[config.mk]
export PLATFORM = sky130hd
export DESIGN_NAME = ppc_prefetch_ctrl
export DESIGN_NICKNAME = d
export VERILOG_FILES = /design/src/rtl/ppc_pkg.sv /design/src/rtl/ppc_fifo.sv /design/src/rtl/ppc_prefetch_ctrl.sv
export VERILOG_INCLUDE_DIRS = /design/src /design/src/rtl
export SDC_FILE = /design/constraint.sdc
export NUM_CORES = 1
export LEC_CHECK = 0
export BUFFER_PORTS_ARGS = -buffer_cell sky130_fd_sc_hd__buf_2
export CAP_MARGIN = 5
export CORE_ASPECT_RATIO = 0.7
export CORE_UTILIZATION = 38
export CTS_CLUSTER_SIZE = 8
export DETAILED_ROUTE_END_ITERATION = 8
export PLACE_DENSITY_LB_ADDON = 0.08
export SETUP_SLACK_MARGIN = 0.2
export SLEW_MARGIN = 0
export SYNTH_ARGS = -nofsm -noshare
export SYNTH_HDL_FRONTEND = slang
export SYNTH_SLANG_ARGS = --single-unit
[constraint.sdc]
create_clock -name core_clk -period 6.4 [get_ports core_clk]
set_input_delay 0 -clock core_clk [delete_from_list [all_inputs] [get_ports core_clk]]
set_output_delay 0 -clock core_clk [all_outputs]
set_load 0.05 [all_outputs]
[src/rtl/ppc_cfg.svh]
`ifndef PPC_CFG_SVH
`define PPC_CFG_SVH

// register byte offsets
`define PPC_OFS_TMO        8'h5C
`define PPC_OFS_SIZE       8'h60
`define PPC_OFS_MISC       8'h64
`define PPC_OFS_STAT       8'h68

// reset values and writable bits
`define PPC_TMO_RST        16'h0085
`define PPC_SIZE_RST       32'h0017_0ECA
`define PPC_SIZE_WMASK     32'h0017_7FFF
`define PPC_MISC_RST       8'hBA

// prefetch size control fields; per command a 4-bit slot: size at +0, adjust at +3
`define PPC_F_SLOT_ADJ     2'h3
`define PPC_F_LOWER        12
`define PPC_F_UPPER        16
`define PPC_F_MLT          20

// misc control bits
`define PPC_M_CFG_FLUSH    0
`define PPC_M_WR_FLUSH     1
`define PPC_M_RD_FLUSH     2
`define PPC_M_TMO_EN       3
`define PPC_M_MASK_PF      4
`define PPC_M_MASK_NP      5
`define PPC_M_EARLY_FLUSH  6
`define PPC_M_PF_EN        7

// timing: timeout tick of 30 ns, core clock period of 50 ns
`define PPC_TICK_NS        22'd30
`define PPC_CLK_NS         22'd50

// cacheline length in 32-bit words
`define PPC_LINE_WORDS     7'h08

// bus responses
`define PPC_RESP_OKAY      2'h0
`define PPC_RESP_SLVERR    2'h2

`endif

[src/rtl/ppc_pkg.sv]
`default_nettype none
package ppc_pkg;

   typedef enum logic [1:0] {
      PPC_CMD_READ = 2'b00,
      PPC_CMD_LINE = 2'b01,
      PPC_CMD_MULT = 2'b10
   } ppc_cmd_t;

   typedef enum logic [1:0] {
      ST_IDLE   = 2'b00,
      ST_FETCH  = 2'b01,
      ST_STREAM = 2'b10
   } ppc_state_t;

   typedef struct packed {
      ppc_state_t       state;
      ppc_cmd_t         cmd;
      logic [2:0][2:0]  cur;
      logic [15:0]      tmo;
      logic [31:0]      szc;
      logic [7:0]       misc;
      logic             awready;
      logic             wready;
      logic             aw_got;
      logic             w_got;
      logic [7:0]       aw_addr;
      logic [31:0]      w_data;
      logic [3:0]       w_strb;
      logic             bvalid;
      logic [1:0]       bresp;
      logic             arready;
      logic             rvalid;
      logic [31:0]      rdata;
      logic [1:0]       rresp;
      logic             req_ready;
      logic             ib_req_valid;
      logic [31:0]      ib_req_addr;
      logic [2:0]       ib_req_lines;
      logic [31:0]      buf_addr;
      logic             buf_valid;
      logic [6:0]       rem;
      logic             drop;
      logic             short;
      logic             flush_pend;
      logic             flush_pulse;
      logic [21:0]      tmr;
   } ppc_st_t;

endpackage
`default_nettype wire

[src/rtl/ppc_fifo.sv]
`default_nettype none
module ppc_fifo #(
   parameter int W = 32,
   parameter int D = 4
) (
   // clock and reset
   input  wire logic          core_clk,
   input  wire logic          rst_n,
   // discard all content
   input  wire logic          flush,
   // fill side
   input  wire logic          in_valid,
   output logic               in_ready,
   input  wire logic [W-1:0]  in_data,
   // drain side
   output logic               out_valid,
   input  wire logic          out_ready,
   output logic [W-1:0]       out_data
);
   localparam int AW = (D > 1) ? $clog2(D) : 1;

   typedef struct packed {
      logic [D-1:0][W-1:0] mem;
      logic [AW-1:0]       rd;
      logic [AW-1:0]       wr;
      logic [AW:0]         cnt;
      logic                rdy;
      logic                vld;
   } ppc_fifo_st_t;

   ppc_fifo_st_t q;
   ppc_fifo_st_t d;
   logic         push;
   logic         pop;
   logic [AW:0]  cnt_n;

   assign push      = in_valid & q.rdy;
   assign pop       = out_ready & q.vld;
   assign in_ready  = q.rdy;
   assign out_valid = q.vld;
   assign out_data  = q.mem[q.rd];

   always_comb begin
      d     = q;
      cnt_n = q.cnt;
      if (flush) begin
         d.rd  = '0;
         d.wr  = '0;
         cnt_n = '0;
      end else begin
         if (push) begin
            d.mem[q.wr] = in_data;
            d.wr        = (q.wr == AW'(D - 1)) ? '0 : q.wr + 1'b1;
         end
         if (pop) begin
            d.rd = (q.rd == AW'(D - 1)) ? '0 : q.rd + 1'b1;
         end
         cnt_n = q.cnt + (AW+1)'(push) - (AW+1)'(pop);
      end
      d.cnt = cnt_n;
      // flags registered so both handshakes leave straight from flops
      d.rdy = (cnt_n != (AW+1)'(D));
      d.vld = (cnt_n != '0);
   end

   always_ff @(posedge core_clk) begin
      if (!rst_n) begin
         q     <= '0;
         q.rdy <= 1'b1;
      end else begin
         q <= d;
      end
   end
endmodule
`default_nettype wire

[src/rtl/ppc_prefetch_ctrl.sv]
`include "ppc_cfg.svh"
`default_nettype none
module ppc_prefetch_ctrl
   import ppc_pkg::*;
(
   // clock and reset
   input  wire logic         core_clk,
   input  wire logic         rst_n,
   // register bus write address and data
   input  wire logic [7:0]   s_axi_awaddr,
   input  wire logic         s_axi_awvalid,
   output logic              s_axi_awready,
   input  wire logic [31:0]  s_axi_wdata,
   input  wire logic [3:0]   s_axi_wstrb,
   input  wire logic         s_axi_wvalid,
   output logic              s_axi_wready,
   // register bus write response
   output logic [1:0]        s_axi_bresp,
   output logic              s_axi_bvalid,
   input  wire logic         s_axi_bready,
   // register bus read
   input  wire logic [7:0]   s_axi_araddr,
   input  wire logic         s_axi_arvalid,
   output logic              s_axi_arready,
   output logic [31:0]       s_axi_rdata,
   output logic [1:0]        s_axi_rresp,
   output logic              s_axi_rvalid,
   input  wire logic         s_axi_rready,
   // upstream read request from secondary bus master
   input  wire logic         up_req_valid,
   output logic              up_req_ready,
   input  wire logic [1:0]   up_req_cmd,
   input  wire logic [31:0]  up_req_addr,
   // upstream read data to secondary bus master
   output logic              up_xfer_open,
   output logic              up_data_valid,
   input  wire logic         up_data_ready,
   output logic [31:0]       up_data,
   input  wire logic         up_done,
   // fetch request to internal upstream bus
   output logic              ib_req_valid,
   input  wire logic         ib_req_ready,
   output logic [31:0]       ib_req_addr,
   output logic [2:0]        ib_req_lines,
   output logic              ib_mask_pf_req,
   output logic              ib_mask_np_req,
   // fetch data from internal upstream bus
   input  wire logic         ib_rdata_valid,
   output logic              ib_rdata_ready,
   input  wire logic [31:0]  ib_rdata,
   // downstream cycle events
   input  wire logic         ds_arrive,
   input  wire logic         ds_is_cfg,
   input  wire logic         ds_is_write,
   input  wire logic         ds_data_phase,
   // buffer flush notice
   output logic              flush_pulse
);

   ppc_st_t      q;
   ppc_st_t      d;

   logic [1:0]   sel;
   logic [2:0]   fld_size;
   logic         fld_adj;
   logic [2:0]   eff_lines;
   logic [6:0]   words;
   logic [2:0]   lower;
   logic [2:0]   upper;
   logic         want_inc;
   logic         want_dec;
   logic [2:0]   adj_size;
   logic         ds_qual;
   logic         flush_ds;
   logic         tmo_hit;
   logic         flush_all;
   logic         miss_flush;
   logic         fifo_flush;
   logic         f_in_ready;
   logic         f_out_valid;
   logic         push;
   logic         pop;
   logic         leftover;
   logic         starve;
   logic [21:0]  limit_ns;
   logic [31:0]  merged;
   logic [31:0]  size_new;
   logic [31:0]  rd_word;
   logic         rd_err;

   function automatic logic [31:0] ppc_merge(input logic [31:0] old_v,
                                             input logic [31:0] new_v,
                                             input logic [3:0]  strb);
      logic [31:0] r;
      r = old_v;
      for (int b = 0; b < 4; b++) begin
         if (strb[b]) begin
            r[8*b +: 8] = new_v[8*b +: 8];
         end
      end
      return r;
   endfunction

   // buffer storage between internal bus and secondary master
   ppc_fifo #(
      .W (32),
      .D (4)
   ) u_buf (
      .core_clk  (core_clk),
      .rst_n     (rst_n),
      .flush     (fifo_flush),
      .in_valid  (ib_rdata_valid),
      .in_ready  (f_in_ready),
      .in_data   (ib_rdata),
      .out_valid (f_out_valid),
      .out_ready (up_data_ready && (q.state == ST_STREAM)),
      .out_data  (up_data)
   );

   assign push = ib_rdata_valid & f_in_ready;
   assign pop  = up_data_ready & f_out_valid & (q.state == ST_STREAM);

   // size selection for the command in flight
   assign sel      = (q.cmd == PPC_CMD_LINE) ? 2'h1 : ((q.cmd == PPC_CMD_MULT) ? 2'h2 : 2'h0);
   assign fld_size = q.szc[{sel, 2'h0} +: 3];
   assign fld_adj  = q.szc[{sel, `PPC_F_SLOT_ADJ}];
   // with the enable clear every read fetches one word only
   assign eff_lines = !q.misc[`PPC_M_PF_EN] ? 3'h0 :
                      (fld_adj ? q.cur[sel] : fld_size);
   assign words = (eff_lines == 3'h0) ? 7'h01 : 7'(eff_lines) * `PPC_LINE_WORDS;

   // automatic size adjustment at the end of a transfer
   assign lower    = q.szc[`PPC_F_LOWER +: 3];
   assign upper    = q.szc[`PPC_F_UPPER +: 3];
   assign leftover = f_out_valid | ((q.rem != 7'h00) & ~q.drop);
   assign starve   = ~f_out_valid & (q.rem == 7'h00) & ~q.drop & up_data_ready;
   always_comb begin
      if (q.szc[`PPC_F_MLT]) begin
         want_inc = q.short & ~leftover;
         want_dec = leftover & ~q.short;
      end else begin
         want_inc = ~leftover;
         want_dec = leftover;
      end
      if (want_inc && (q.cur[sel] < upper)) begin
         adj_size = q.cur[sel] + 3'h1;
      end else if (want_dec && (q.cur[sel] > lower)) begin
         adj_size = q.cur[sel] - 3'h1;
      end else begin
         adj_size = q.cur[sel];
      end
   end

   // flush sources
   assign ds_qual  = ds_arrive & (ds_is_cfg   ? q.misc[`PPC_M_CFG_FLUSH] :
                                  ds_is_write ? q.misc[`PPC_M_WR_FLUSH]  :
                                                q.misc[`PPC_M_RD_FLUSH]);
   assign flush_ds = q.misc[`PPC_M_EARLY_FLUSH] ? ds_qual :
                     (ds_data_phase & (q.flush_pend | ds_qual));
   assign limit_ns = 22'(q.tmo) * `PPC_TICK_NS;
   assign tmo_hit  = q.misc[`PPC_M_TMO_EN] & q.misc[`PPC_M_PF_EN] & q.buf_valid &
                     (q.state == ST_IDLE) & (q.tmr >= limit_ns);
   assign flush_all  = flush_ds | tmo_hit;
   assign miss_flush = (q.state == ST_IDLE) & up_req_valid & q.req_ready &
                       ~(q.buf_valid & (up_req_addr == q.buf_addr));
   // words still owed by the internal bus after a flush are taken and dropped
   assign fifo_flush = flush_all | miss_flush | q.drop;

   // register write data and read decode
   assign merged   = q.aw_addr == `PPC_OFS_TMO  ? ppc_merge({16'h0, q.tmo}, q.w_data, q.w_strb) :
                     q.aw_addr == `PPC_OFS_SIZE ? ppc_merge(q.szc, q.w_data, q.w_strb) :
                     ppc_merge({24'h0, q.misc}, q.w_data, q.w_strb);
   assign size_new = merged & `PPC_SIZE_WMASK;
   always_comb begin
      rd_err = 1'b0;
      if (s_axi_araddr == `PPC_OFS_TMO) begin
         rd_word = {16'h0, q.tmo};
      end else if (s_axi_araddr == `PPC_OFS_SIZE) begin
         rd_word = q.szc;
      end else if (s_axi_araddr == `PPC_OFS_MISC) begin
         rd_word = {24'h0, q.misc};
      end else if (s_axi_araddr == `PPC_OFS_STAT) begin
         rd_word = {11'h0, q.flush_pend, q.drop, q.buf_valid, q.state, 5'h0,
                    q.cur[2], 1'b0, q.cur[1], 1'b0, q.cur[0]};
      end else begin
         rd_word = 32'h0;
         rd_err  = 1'b1;
      end
   end

   always_comb begin
      d             = q;
      d.flush_pulse = flush_all;

      // register bus write: address and data in either order, one at a time
      if (s_axi_awvalid && q.awready) begin
         d.aw_got  = 1'b1;
         d.aw_addr = s_axi_awaddr;
         d.awready = 1'b0;
      end
      if (s_axi_wvalid && q.wready) begin
         d.w_got  = 1'b1;
         d.w_data = s_axi_wdata;
         d.w_strb = s_axi_wstrb;
         d.wready = 1'b0;
      end
      if (q.bvalid && s_axi_bready) begin
         d.bvalid  = 1'b0;
         d.awready = 1'b1;
         d.wready  = 1'b1;
      end

      // register bus read
      if (q.rvalid && s_axi_rready) begin
         d.rvalid  = 1'b0;
         d.arready = 1'b1;
      end
      if (s_axi_arvalid && q.arready) begin
         d.arready = 1'b0;
         d.rvalid  = 1'b1;
         d.rdata   = rd_word;
         d.rresp   = rd_err ? `PPC_RESP_SLVERR : `PPC_RESP_OKAY;
      end

      // downstream flush held until the cycle completes a data phase
      if (flush_ds) begin
         d.flush_pend = 1'b0;
      end else if (ds_qual && !q.misc[`PPC_M_EARLY_FLUSH]) begin
         d.flush_pend = 1'b1;
      end

      // stale timer runs only while held data waits for its owner
      if ((q.state == ST_IDLE) && q.buf_valid) begin
         d.tmr = (q.tmr >= limit_ns) ? q.tmr : q.tmr + `PPC_CLK_NS;
      end else begin
         d.tmr = 22'h0;
      end

      if (push && (q.rem != 7'h00)) begin
         d.rem = q.rem - 7'h01;
      end
      if (pop) begin
         d.buf_addr = q.buf_addr + 32'h4;
      end

      case (q.state)
         ST_IDLE: begin
            if (up_req_valid && q.req_ready) begin
               d.req_ready = 1'b0;
               d.cmd       = ppc_cmd_t'(up_req_cmd);
               d.short     = 1'b0;
               if (q.buf_valid && (up_req_addr == q.buf_addr) && !flush_all) begin
                  d.state = ST_STREAM;
               end else begin
                  d.buf_addr  = up_req_addr;
                  d.buf_valid = 1'b0;
                  d.drop      = (d.rem != 7'h00);
                  d.state     = ST_FETCH;
               end
            end
         end
         ST_FETCH: begin
            if (q.ib_req_valid) begin
               if (ib_req_ready) begin
                  d.ib_req_valid = 1'b0;
                  d.buf_valid    = 1'b1;
                  d.state        = ST_STREAM;
               end
            end else if ((q.rem == 7'h00) && !q.drop) begin
               d.ib_req_valid = 1'b1;
               d.ib_req_addr  = q.buf_addr;
               d.ib_req_lines = eff_lines;
               d.rem          = words;
            end
         end
         ST_STREAM: begin
            if (up_done) begin
               if (fld_adj && q.misc[`PPC_M_PF_EN]) begin
                  d.cur[sel] = adj_size;
               end
               d.req_ready = 1'b1;
               d.state     = ST_IDLE;
            end else if (starve && !pop) begin
               // buffer ran dry while the master still wants data
               d.short = 1'b1;
               d.state = ST_FETCH;
            end
         end
         default: begin
            d.state = ST_IDLE;
         end
      endcase

      // flush empties the buffer; owed words are dropped, not served
      if (flush_all) begin
         d.buf_valid = 1'b0;
         d.drop      = (d.rem != 7'h00);
      end else if (q.drop && (d.rem == 7'h00)) begin
         d.drop = 1'b0;
      end

      // register write takes effect last so software always wins
      if (q.aw_got && q.w_got && !q.bvalid) begin
         d.aw_got = 1'b0;
         d.w_got  = 1'b0;
         d.bvalid = 1'b1;
         d.bresp  = `PPC_RESP_OKAY;
         if (q.aw_addr == `PPC_OFS_TMO) begin
            d.tmo = merged[15:0];
         end else if (q.aw_addr == `PPC_OFS_SIZE) begin
            d.szc = size_new;
            for (int i = 0; i < 3; i++) begin
               d.cur[i] = size_new[4*i +: 3];
            end
         end else if (q.aw_addr == `PPC_OFS_MISC) begin
            d.misc = merged[7:0];
         end else if (q.aw_addr != `PPC_OFS_STAT) begin
            d.bresp = `PPC_RESP_SLVERR;
         end
      end
   end

   always_ff @(posedge core_clk) begin
      if (!rst_n) begin
         q           <= '0;
         q.state     <= ST_IDLE;
         q.tmo       <= `PPC_TMO_RST;
         q.szc       <= `PPC_SIZE_RST;
         q.cur[0]    <= 3'h2;
         q.cur[1]    <= 3'h4;
         q.cur[2]    <= 3'h6;
         q.misc      <= `PPC_MISC_RST;
         q.awready   <= 1'b1;
         q.wready    <= 1'b1;
         q.arready   <= 1'b1;
         q.req_ready <= 1'b1;
      end else begin
         q <= d;
      end
   end

   assign s_axi_awready  = q.awready;
   assign s_axi_wready   = q.wready;
   assign s_axi_bvalid   = q.bvalid;
   assign s_axi_bresp    = q.bresp;
   assign s_axi_arready  = q.arready;
   assign s_axi_rvalid   = q.rvalid;
   assign s_axi_rdata    = q.rdata;
   assign s_axi_rresp    = q.rresp;
   assign up_req_ready   = q.req_ready;
   assign up_xfer_open   = (q.state == ST_STREAM);
   assign up_data_valid  = f_out_valid;
   assign ib_req_valid   = q.ib_req_valid;
   assign ib_req_addr    = q.ib_req_addr;
   assign ib_req_lines   = q.ib_req_lines;
   assign ib_mask_pf_req = q.misc[`PPC_M_MASK_PF];
   assign ib_mask_np_req = q.misc[`PPC_M_MASK_NP];
   assign ib_rdata_ready = f_in_ready;
   assign flush_pulse    = q.flush_pulse;
endmodule
`default_nettype wire

==> impl_metrics.py, run 1 <==
metrics = {
    "floorplan": {
        "rows": 67,
        "die_x_um": 268.5,
        "core_um2": 48450,
        "initial_utilization": 0.3898,
        "die_h_um": 188.5,
        "die_area_um2": 50620,
        "ioPinCount": 250,
    },
    "setup_path": {
        "worst_ep_required_time_ns": 6.84,
        "crit_chain": "inv_1 -> fa_1 -> inv_1 -> fa_1 -> ha_1 -> a211o_1 -> inv_1 -> a21oi_1 -> o31ai_2 -> a21oi_1 -> a211o_1 -> a21oi_1 -> xor2_1 -> ha_1 -> a21o_1 -> a211oi_4 -> nand2_1 -> a21oi_1 -> a21oi_4 -> nor3_4 -> buf_12 -> clkbuf_16 -> mux2i_1 -> nor2_1",
        "slowest_delay_ns": 0.50,
        "arrival_ns": 6.31,
        "timing.rr.end": "u_buf.q[74]",
        "reg2reg_from": "q[237]",
        "slowest_stage": "fa_1",
        "r2r_cells": 24,
        "critPathCaptureType": "register",
        "path_class": "reg -> reg",
        "crit_path_start_kind": "register",
        "cp_max_fo": 15,
        "cp_common_cell": "a21oi_1",
        "reg2reg_setup_slack_ns": 0.54,
    },
    "global_routing": {
        "grt-ovfl-total": 0,
        "busiest_layer": "met1",
        "grt_pass1_wl_um": 85660,
        "grt_max_degree": 110,
        "grt_use_met1": 0.3199,
        "grt_antenna_before_repair": 6,
        "grtUsageMet2": 0.3102,
        "use_met3": 0.05149,
        "grt_pass1_vias": 15197,
        "grtUsageTotal": 0.2153,
    },
    "sta": {
        "hold_viol": 0,
        "clock_skew_ns": 0.03531,
        "rsz0062_at_grt": "false",
        "maxSlewViolCount": 0,
        "fin_ws_ns": 0.5366,
        "period_minus_slack_ns": 5.863,
        "tns_ns": 0,
        "worst_pin_slew_ns": 1.059,
        "setup_viol": 0,
        "period_share": 0.9162,
        "max_slew_margin": 0.2886,
        "fmax_mhz": 170.5,
    },
    "finish": {
        "most-common-layout-cells": "dfxtp_1 (354), nand2_1 (255), buf_2 (222)",
        "layout-drive-gt1-share": 0.1731,
        "fin_area_um2": 22960,
        "fill_cells": 4773,
        "final_common_cell": "dfxtp_1",
        "finalNonFillerCells": 2997,
        "area_growth_pct": 21.54,
        "nets": 2563,
    },
    "pwr": {
        "p_leak_nw": 9.248,
        "powerDensity_nw_per_um2": 288.5,
        "totalPowerFinal_mw": 6.623,
        "max-vdd-ir-drop_uv": 212.1,
    },
    "placed_design": {
        "io_buffer_count": 223,
        "dpl_worst_slack_ns": 0.3360,
        "postPlaceCellArea_um2": 20200,
        "routabilityCongestion": 0.8637,
        "dp_hpwl_um": 37960,
        "placed_cells": 2805,
    },
    "drt": {
        "drt_iter0_markers": 853,
        "drc": 0,
        "vias_per_cell": 5.118,
        "first_pass_iters": 5,
        "vias": 15338,
        "ant_nets": 0,
        "post_drt_wl_per_cell_um": 18.37,
        "wl_um": 55070,
    },
    "synth": {
        "ys.flop_type": "dfxtp_1",
        "syn_inst": 2058,
        "synth-async-reset-ratio": 0,
        "synth_edf_count": 0,
        "synth_area_per_cell_um2": 9.179,
        "synth_seq_area_share": 0.3773,
        "synth_cell_types": 82,
        "synth-seq-cells": 356,
        "netlist_area_um2": 18890,
        "yosys_warnings": 0,
    },
    "outcome": {
        "outcome": "finished clean",
    },
    "clock_tree": {
        "cts_root_buf": "clkbuf_16",
        "clk_path_buf_depth": 3,
        "clock_latency_ns": 0.60,
        "clock_sinks": 356,
        "cts_buffers": 50,
        "cts_tree": "yes",
        "path_clk_slew_ns": 0.06,
        "cts_max_level": 2,
    },
    "min_path": {
        "holdPathStages": 4,
        "hold_class": "in -> reg",
        "min_from": "s_axi_araddr[2]",
        "hold_path_end": "s_axi_rdata[6]",
    },
    "run": {
        "drv_cap": 0,
    },
}
worst max path at each step:
stage / startpoint / endpoint / depth (start not counted)
finish: q[237] / u_buf.q[74] / 24
global placement: q[236] / u_buf.q[70] / 22
CTS: q[236] / u_buf.q[67] / 22
global route: q[233] / u_buf.q[74] / 24
floorplan: q[232] / u_buf.q[11] / 22
detailed placement: q[236] / u_buf.q[62] / 22
worst max-delay path, delay by kind of cell, from the launching register on:
family                   cells  cell delay, ns
AND/OR/NAND/NOR              3            0.40
AO/OA/AOI/OAI               10            2.20
multiplexers                 1            0.21
flip-flops                   1            0.41
XOR/XNOR                     1            0.22
adder cells (fa/ha/maj)      4            1.60
buffers and inverters        5            0.65
cell type report:
| type | count | area [µm²] | share of cell area |
|---|---|---|---|
| flip-flops and latches | 356 | 7129 | 0.3105 |
| repair buffers | 401 | 2935 | 0.1279 |
| inverters | 79 | 301.5 | 0.01313 |
| clock buffers | 53 | 1272 | 0.05543 |
| multi-input cells | 1448 | 10440 | 0.4547 |
| clock inverters | 3 | 55.05 | 0.002398 |
| diodes | 2 | 5.005 | 0.0002180 |
| well taps | 655 | 819.5 | 0.03570 |
logic make-up after synthesis:
logic type | count (synthesis) | synth area share
mux | 194 | 0.1265
fa+ha+maj | 93 | 0.07352
buf+inv | 266 | 0.07472
flops | 356 | 0.3773
other cells | 1 | 0.0001985
compound gates | 342 | 0.1265
xor+xnor | 98 | 0.04544
simple gates | 708 | 0.1758
routing by layer:
layer	wire length (µm)	up-vias
li1	-	7577
met1	28140	7327
met2	22480	353
met3	3527	75
met4	881	6
met5	35	-
report_power, final:
| group | total, mW | internal (mW) | switching (mW) |
|---|---|---|---|
| clock | 2.36 | 1.39 | 0.975 |
| combinational | 1.64 | 0.637 | 0.998 |
| sequential | 2.62 | 2.41 | 0.210 |
| total | 6.62 | 4.44 | 2.18 |
stage by stage:
stage	utilization	hold slack (ns)
3_5_place_dp	0.4168	0.2157
3_3_place_gp	0.4168	0.2069
2_1_floorplan	-	0.1004
6_report	0.4738	0.07022
4_1_cts	0.4703	0.02037
5_1_grt	0.4737	0.06554
sequential cells by signal, summed over array words and instances, names as in the netlist:
name and cells:
s_axi_bvalid 1, u_buf.q 135, ib_mask_pf_req 1, u_buf.out_valid 1, lower 3, s_axi_bresp 1
ib_req_valid 1, s_axi_awready 1, flush_pulse 1, ib_req_lines 3, ib_req_addr 32, s_axi_wready 1
s_axi_rvalid 1, u_buf.in_ready 1, s_axi_rdata 21, ib_mask_np_req 1, up_req_ready 1, s_axi_rresp 1
q 148, s_axi_arready 1
Yosys cell counts, drive strengths merged, types with 9 or more instances:
cell | instances | area (µm²)
o211ai | 15 | 117.6
buf | 108 | 818.3
clkbuf | 79 | 296.5
a211oi | 49 | 377.9
xor2 | 74 | 648.1
a31oi | 10 | 62.56
and3 | 11 | 68.82
ha | 63 | 788.3
inv | 79 | 296.5
or3 | 9 | 56.30
a21boi | 70 | 525.5
nor2b | 56 | 352.8
nor4 | 12 | 81.33
nand2b | 11 | 68.82
dfxtp | 356 | 7127
nor2 | 212 | 800.8
nand3 | 56 | 290.3
o21a | 12 | 90.09
xnor2 | 24 | 210.2
o211a | 10 | 100.1
nand4 | 13 | 87.58
a221oi | 16 | 140.1
a21oi | 72 | 371.6
fa | 30 | 600.6
nand2 | 255 | 957.2
mux4 | 35 | 788.3
nor3 | 39 | 261.5
o21ai | 41 | 216.5
mux2i | 151 | 1511
timing repair:
| item | 4_1_cts | 5_1_grt |
|---|---|---|
| hold buffers | 126 | 0 |
| resized for setup | 0 | 8 |
| buffers inserted | 0 | 4 |
| endpoints found under the hold margin | 223 | 0 |
| setup endpoints to repair | 0 | 162 |
(Power assumes the default switching activity.)
==> inputs of run 2 (changes only) <==
--- a/config.mk
+++ b/config.mk
@@ -17,4 +17,5 @@
 export SLEW_MARGIN = 0
 export SYNTH_ARGS = -nofsm -noshare
 export SYNTH_HDL_FRONTEND = slang
+export SYNTH_HIERARCHICAL = 1
 export SYNTH_SLANG_ARGS = --single-unit
==> run 2 against run 1 <==
  * Via count up 4.7%
  * Flip-flop and latch count unchanged
  * Hold slack better by 0.050 ns
  * Clock power about the same
  * Cell area up 1.1%
  * First-iteration DRC count up 26%
==> impl_metrics.py, run 2 <==
metrics = {
    "setup_path": {
        "slowest_stage": "or4_1",
        "cp_max_fo": 32,
        "path_class": "reg -> reg",
        "r2r_cells": 22,
        "critPathCaptureType": "register",
        "slowest_delay_ns": 0.54,
        "arrival_ns": 6.35,
        "worst-path-buf-inv": 4,
        "cp-endpoint": "u_buf/q[125]",
        "worst_ep_required_time_ns": 6.88,
        "crit_chain": "inv_1 -> fa_1 -> fa_1 -> inv_1 -> ha_1 -> o21a_1 -> o31a_1 -> o41ai_4 -> buf_4 -> o211ai_1 -> a21oi_1 -> xor2_1 -> ha_1 -> nand4_1 -> or4_1 -> o221a_2 -> a22o_1 -> o21ai_0 -> nand2b_4 -> nand4b_4 -> buf_12 -> mux2i_1",
        "crit_path_start_kind": "register",
        "cp_num_cells": 22,
        "reg2reg_setup_slack_ns": 0.54,
        "timing.rr.end": "u_buf/q[125]",
        "crit_family": "compound AO/OA/AOI/OAI gates",
        "startpoint": "q[234]",
        "reg2reg_from": "q[234]",
    },
    "run": {
        "drv_cap": 0,
    },
    "min_path": {
        "hold_class": "in -> reg",
        "min_from": "s_axi_araddr[7]",
    },
    "clock_tree": {
        "clock_sinks": 356,
        "clock_latency_ns": 0.57,
        "cts_root_buf": "clkbuf_16",
        "cts_setup_buffers": 0,
        "cts_tree": "yes",
        "cts_buffers": 50,
        "clk_path_buf_depth": 3,
        "path_clk_slew_ns": 0.05,
        "cts_max_level": 2,
    },
    "finish": {
        "area.sequential_um2": 7128,
        "final_core_util": 0.4653,
        "most-common-layout-cells": "nand2_1 (472), dfxtp_1 (355), buf_2 (222)",
        "final_common_cell": "nand2_1",
        "largest_register_ff_count": 148,
        "multi_input_area_um2": 10840,
        "nets": 2658,
        "fill_cells": 4967,
        "regMostFlops": "q",
        "area_growth_pct": 19.66,
        "layout-drive-gt1-share": 0.1680,
    },
    "placed_design": {
        "io_buffer_count": 223,
        "dp_hpwl_um": 39290,
        "routabilityCongestion": 0.9175,
    },
    "floorplan": {
        "die_x_um": 272.0,
        "initial_utilization": 0.3889,
        "die_h_um": 191.0,
        "ioPinCount": 250,
        "core_um2": 49860,
        "rows": 68,
        "die_area_um2": 51940,
    },
    "sta": {
        "fmax_mhz": 170.6,
        "rsz0062_at_grt": "false",
        "period_share": 0.9158,
        "period_minus_slack_ns": 5.861,
        "clock_skew_ns": 0.02298,
        "worst_pin_slew_ns": 1.130,
        "tns_ns": 0,
        "max_slew_margin": 0.2440,
        "setup_viol": 0,
        "hold_viol": 0,
        "maxSlewViolCount": 0,
    },
    "global_routing": {
        "grt_pass1_wl_um": 88520,
        "grt_pass1_vias": 15957,
        "grt_antenna_before_repair": 1,
        "grtUsageTotal": 0.2140,
        "grt_max_degree": 181,
        "grt-ovfl-total": 0,
    },
    "synth": {
        "ys_top_cells_by_count": "nand2_1 (472), dfxtp_1 (356), mux2i_1 (175)",
        "synth_cell_types": 88,
        "synth_seq_area_share": 0.3676,
        "synth_most_common_cell": "nand2_1",
        "synth-async-reset-ratio": 0,
        "synth_area_leaders": "dfxtp_1 (37%), nand2_1 (9.1%), mux2i_1 (9.0%)",
        "synth_area_per_cell_um2": 8.914,
        "ys.flop_type": "dfxtp_1",
        "synth_edf_count": 0,
        "yosys_warnings": 6,
        "synth_top_area_frac": 0.3676,
        "netlist_area_um2": 19390,
        "synth-seq-cells": 356,
        "yosysTopAreaCell": "dfxtp_1",
        "syn_inst": 2175,
    },
    "drt": {
        "first_pass_iters": 5,
        "drc": 0,
        "drt_iter0_markers": 1071,
        "wl_um": 55940,
        "vias": 16066,
        "post_drt_wl_per_cell_um": 18.03,
        "vias_per_cell": 5.179,
        "ant_nets": 0,
    },
    "outcome": {
        "outcome": "finished clean",
    },
    "pwr": {
        "swShare": 0.3232,
        "powerDensity_nw_per_um2": 280.9,
        "p_leak_nw": 10.33,
        "p_clk_frac": 0.362,
        "max-vdd-ir-drop_uv": 211.3,
        "seq_power_share": 0.393,
        "intPower_mw": 4.411,
        "power.net_switching_mw": 2.107,
        "power_frac_comb": 0.246,
    },
}
[run 2: cell types whose count changed in the layout (fill, tap and decap cells not counted), sizes merged, moves of 13 or more]
cell,change
a211oi,-32
a21boi,-69
a21oi,+72
buf,-13
mux2i,+24
nand2,+219
nor2,-102
nor2b,-44
xor2,-26
[run 2: how the worst min path moves through the flow]
stage | endpoint | cells after the start
CTS | s_axi_rdata[8] | 6
floorplan | s_axi_wready | 1
global placement | s_axi_wready | 2
global route | s_axi_rdata[8] | 6
detailed placement | s_axi_wready | 2
finish | s_axi_rdata[9] | 6
[run 2: tightest hold or removal path: stages]
cell and delay [ns]:
buf_2 0.08, nand4b_1 0.12, nor3_2 0.04, buf_4 0.21, nand2_1 0.09, a311oi_1 0.08
[run 2: power by group through the flow]
stage | clock (mW) | combinational (mW) | sequential (mW)
3_5_place_dp | 0 | 1.53 | 2.60
2_1_floorplan | 0 | 1.18 | 2.56
3_3_place_gp | 0 | 1.51 | 2.59
6_report | 2.36 | 1.60 | 2.56
4_1_cts | 2.44 | 1.60 | 2.56
5_1_grt | 2.53 | 1.74 | 2.58
[run 2: through the flow]
| step | cell area, µm² | cells | hold WS (ns) | setup slack (ns) | total power [mW] |
|---|---|---|---|---|---|
| after floorplan | 19430 | 2187 | 0.1004 | 0.8724 | 3.747 |
| after global placement | 20550 | 2916 | 0.2091 | 0.4189 | 4.107 |
| after detailed placement | 20550 | 2916 | 0.2119 | 0.3447 | 4.125 |
| after CTS | 23160 | 3100 | 0.09288 | 0.2930 | 6.594 |
| after global routing | 23200 | 3101 | 0.1241 | 0.2295 | 6.849 |
| final | 23200 | 3102 | 0.1199 | 0.5387 | 6.517 |
[run 2: timing repair]
item,4_1_cts,5_1_grt
resized for setup,0,8
endpoints found under the hold margin,227,0
endpoints found under the setup margin,0,135
hold buffers,128,0
[run 2: metal layers]
metal | track usage | part of all wire | vias to the layer above
li1 | - | - | 7931
met1 | 0.3119 | 0.50 | 7702
met2 | 0.3207 | 0.42 | 375
met3 | 0.05012 | 0.065 | 58
met4 | 0.04062 | 0.014 | 0
met5 | 0 | 0 | -
[run 2: kinds of logic (layout without fill, tap and decap cells)]
family	count (synthesis)	count (layout)	share of synthesized area
simple gates	806	806	0.1888
flops	356	356	0.3676
other cells	1	15	0.0001934
compound gates	348	348	0.1221
fa+ha+maj	93	93	0.07163
xor+xnor	82	82	0.03775
mux	214	214	0.1339
buf+inv	275	523	0.07808
[run 2: final cells by class]
type | count | area share
multi-input combinational | 1556 | 0.4672
sequential | 356 | 0.3072
timing repair buffer | 387 | 0.1191
clock buffer | 54 | 0.05593
tap | 665 | 0.03586
inverter | 80 | 0.01305
clock inverter | 2 | 0.001402
antenna | 2 | 0.0002157
==> inputs of run 3 (changes only) <==
--- a/config.mk
+++ b/config.mk
@@ -13,6 +13,7 @@
 export CTS_CLUSTER_SIZE = 8
 export DETAILED_ROUTE_END_ITERATION = 8
 export PLACE_DENSITY_LB_ADDON = 0.08
+export REMOVE_ABC_BUFFERS = 1
 export SETUP_SLACK_MARGIN = 0.2
 export SLEW_MARGIN = 0
 export SYNTH_ARGS = -nofsm -noshare
==> run 3 against run 2 <==
  * Clock power about the same
  * Total power up 0.73%
  * First-iteration DRC count up 6.1%
  * Critical path depth unchanged
  * Combinational power about the same
  * Via count up 0.98%
  * Hold slack worse by 0.031 ns
  * Critical path type unchanged
  * Critical endpoint is now u_buf/q[123]
  * Core utilization up 0.055 points
==> impl_metrics.py, run 3 (same netlist as run 2, synthesis figures left out) <==
metrics = {
    "outcome": {
        "outcome": "finished clean",
    },
    "global_routing": {
        "grt_pass1_wl_um": 87640,
        "grt_max_degree": 200,
        "grt-ovfl-total": 0,
        "grtUsageTotal": 0.2135,
        "grt_antenna_before_repair": 2,
        "grt_pass1_vias": 15672,
    },
    "finish": {
        "fill_cells": 4927,
        "largest_register_ff_count": 148,
        "area_growth_pct": 19.80,
        "insertedDiodeCount": 0,
        "most-common-layout-cells": "nand2_1 (472), dfxtp_1 (353), buf_2 (222)",
        "area.sequential_um2": 7131,
        "fin_area_um2": 23230,
        "layout-drive-gt1-share": 0.1687,
        "nets": 2655,
        "multi_input_area_um2": 10840,
        "regMostFlops": "q",
        "final_common_cell": "nand2_1",
    },
    "drt": {
        "ant_nets": 0,
        "first_pass_iters": 5,
        "drc": 0,
        "met1Wirelength_um": 28350,
        "wl_um": 57480,
        "drt_iter0_markers": 1136,
        "post_drt_wl_per_cell_um": 18.57,
        "wl_met3_um": 4127,
        "vias": 16224,
        "vias_per_cell": 5.240,
        "met2WireLength_um": 24130,
        "top_layer": "met5",
    },
    "setup_path": {
        "critPathCaptureType": "register",
        "slowest_delay_ns": 0.53,
        "r2r_cells": 22,
        "slowest_stage": "or4_1",
        "path_class": "reg -> reg",
        "timing.rr.end": "u_buf/q[123]",
        "cp_max_fo": 16,
        "reg2reg_from": "q[233]",
        "worst_ep_required_time_ns": 6.89,
        "arrival_ns": 6.39,
        "reg2reg_setup_slack_ns": 0.50,
        "crit_path_start_kind": "register",
        "crit_chain": "inv_2 -> fa_1 -> fa_1 -> inv_1 -> ha_1 -> nor2b_1 -> o31a_1 -> o41ai_4 -> buf_4 -> o211ai_1 -> a21oi_1 -> xor2_1 -> ha_1 -> nand4_1 -> or4_1 -> o221a_2 -> a22o_1 -> o21ai_0 -> nand2b_4 -> nand4b_4 -> buf_12 -> mux2i_1",
    },
    "floorplan": {
        "die_area_um2": 51940,
        "die_h_um": 191.0,
        "core_um2": 49860,
        "rows": 68,
        "initial_utilization": 0.3889,
        "die_x_um": 272.0,
        "ioPinCount": 250,
    },
    "clock_tree": {
        "clock_latency_ns": 0.60,
        "cts_buffers": 50,
        "cts_tree": "yes",
        "clock_sinks": 356,
        "path_clk_slew_ns": 0.06,
        "cts_root_buf": "clkbuf_16",
        "cts_max_level": 2,
        "clk_path_buf_depth": 3,
    },
    "sta": {
        "tns_ns": 0,
        "maxSlewViolCount": 0,
        "worst_pin_slew_ns": 1.194,
        "period_minus_slack_ns": 5.900,
        "period_share": 0.9218,
        "clock_skew_ns": 0.03379,
        "fmax_mhz": 169.5,
        "setup_viol": 0,
        "rsz0062_at_grt": "true",
        "hold_viol": 0,
        "max_slew_margin": 0.1998,
    },
    "min_path": {
        "hold_path_end": "s_axi_rdata[19]",
        "holdPathStages": 5,
        "hold_class": "in -> reg",
        "min_from": "s_axi_araddr[3]",
    },
    "pwr": {
        "power_frac_comb": 0.248,
        "powerDensity_nw_per_um2": 282.6,
        "seq_power_share": 0.392,
        "swShare": 0.3279,
        "p_clk_frac": 0.360,
        "intPower_mw": 4.412,
        "power.net_switching_mw": 2.152,
        "max-vdd-ir-drop_uv": 192.6,
        "p_leak_nw": 10.35,
    },
    "placed_design": {
        "postPlaceCellArea_um2": 20480,
        "dp_hpwl_um": 38960,
        "io_buffer_count": 223,
        "routabilityCongestion": 0.8498,
    },
    "run": {
        "drv_cap": 0,
    },
}
==> run 3: how the worst max path moves through the flow <==
stage	cells past startpoint	slack, ns	startpoint	to
after floorplan	21	0.54	q[231]	u_buf/q[10]
after global placement	23	0.30	q[231]	u_buf/q[14]
after detailed placement	23	0.15	q[231]	u_buf/q[24]
after CTS	22	0.24	q[231]	u_buf/q[28]
after global routing	22	0.17	q[231]	u_buf/q[14]
final	22	0.50	q[233]	u_buf/q[123]
==> run 3: routing by layer <==
metal / global-route usage / vias up
li1: - / 7919
met1: 0.3140 / 7774
met5: 0 / -
met3: 0.04472 / 72
met4: 0.04775 / 2
met2: 0.3168 / 457
==> run 3: layout make-up <==
type,instances,share of cell area
clock buffer,53,0.05478
clock inverter,2,0.001562
inverter,80,0.01304
multi-input combinational,1556,0.4669
sequential,356,0.3070
tap,665,0.03582
timing repair buffer,384,0.1209
==> run 3: power by group through the flow <==
stage               logic (mW)  registers (mW)  clock network (mW)
floorplan                 1.01            2.64                   0
global placement          1.50            2.60                   0
detailed placement        1.51            2.61                   0
CTS                       1.58            2.57                2.43
global route              1.75            2.60                2.52
finish                    1.63            2.57                2.36
==> run 3: metrics by stage <==
| stage | util | hold slack, ns | cells | worst slack, ns | power (mW) |
|---|---|---|---|---|---|
| 6_report | 0.4659 | 0.08879 | 3096 | 0.5003 | 6.565 |
| 5_1_grt | 0.4659 | 0.1058 | 3096 | 0.1727 | 6.864 |
| 4_1_cts | 0.4622 | 0.04494 | 3085 | 0.2407 | 6.580 |
| 3_5_place_dp | 0.4109 | 0.2213 | 2906 | 0.1535 | 4.121 |
| 3_3_place_gp | 0.4109 | 0.2084 | 2906 | 0.2990 | 4.101 |
| 2_1_floorplan | - | 0.06194 | 1992 | 0.5425 | 3.650 |
==> run 3: worst max-delay path, delay by kind of cell (launching register included) <==
family,cells,cell delay [ns]
AO/OA/AOI/OAI,7,1.63
XOR/XNOR,1,0.09
adder cells (fa/ha/maj),4,1.63
buffers and inverters,4,0.57
flip-flops,1,0.44
multiplexers,1,0.21
AND/OR/NAND/NOR,5,1.22
==> run 3: repair_timing <==
item	4_1_cts	5_1_grt
setup buffers	0	5
hold buffers	124	0
hold endpoints to repair	235	0
endpoints found under the setup margin	39	162
gates resized for setup	2	6
cloned	0	6
pin swaps	0	1
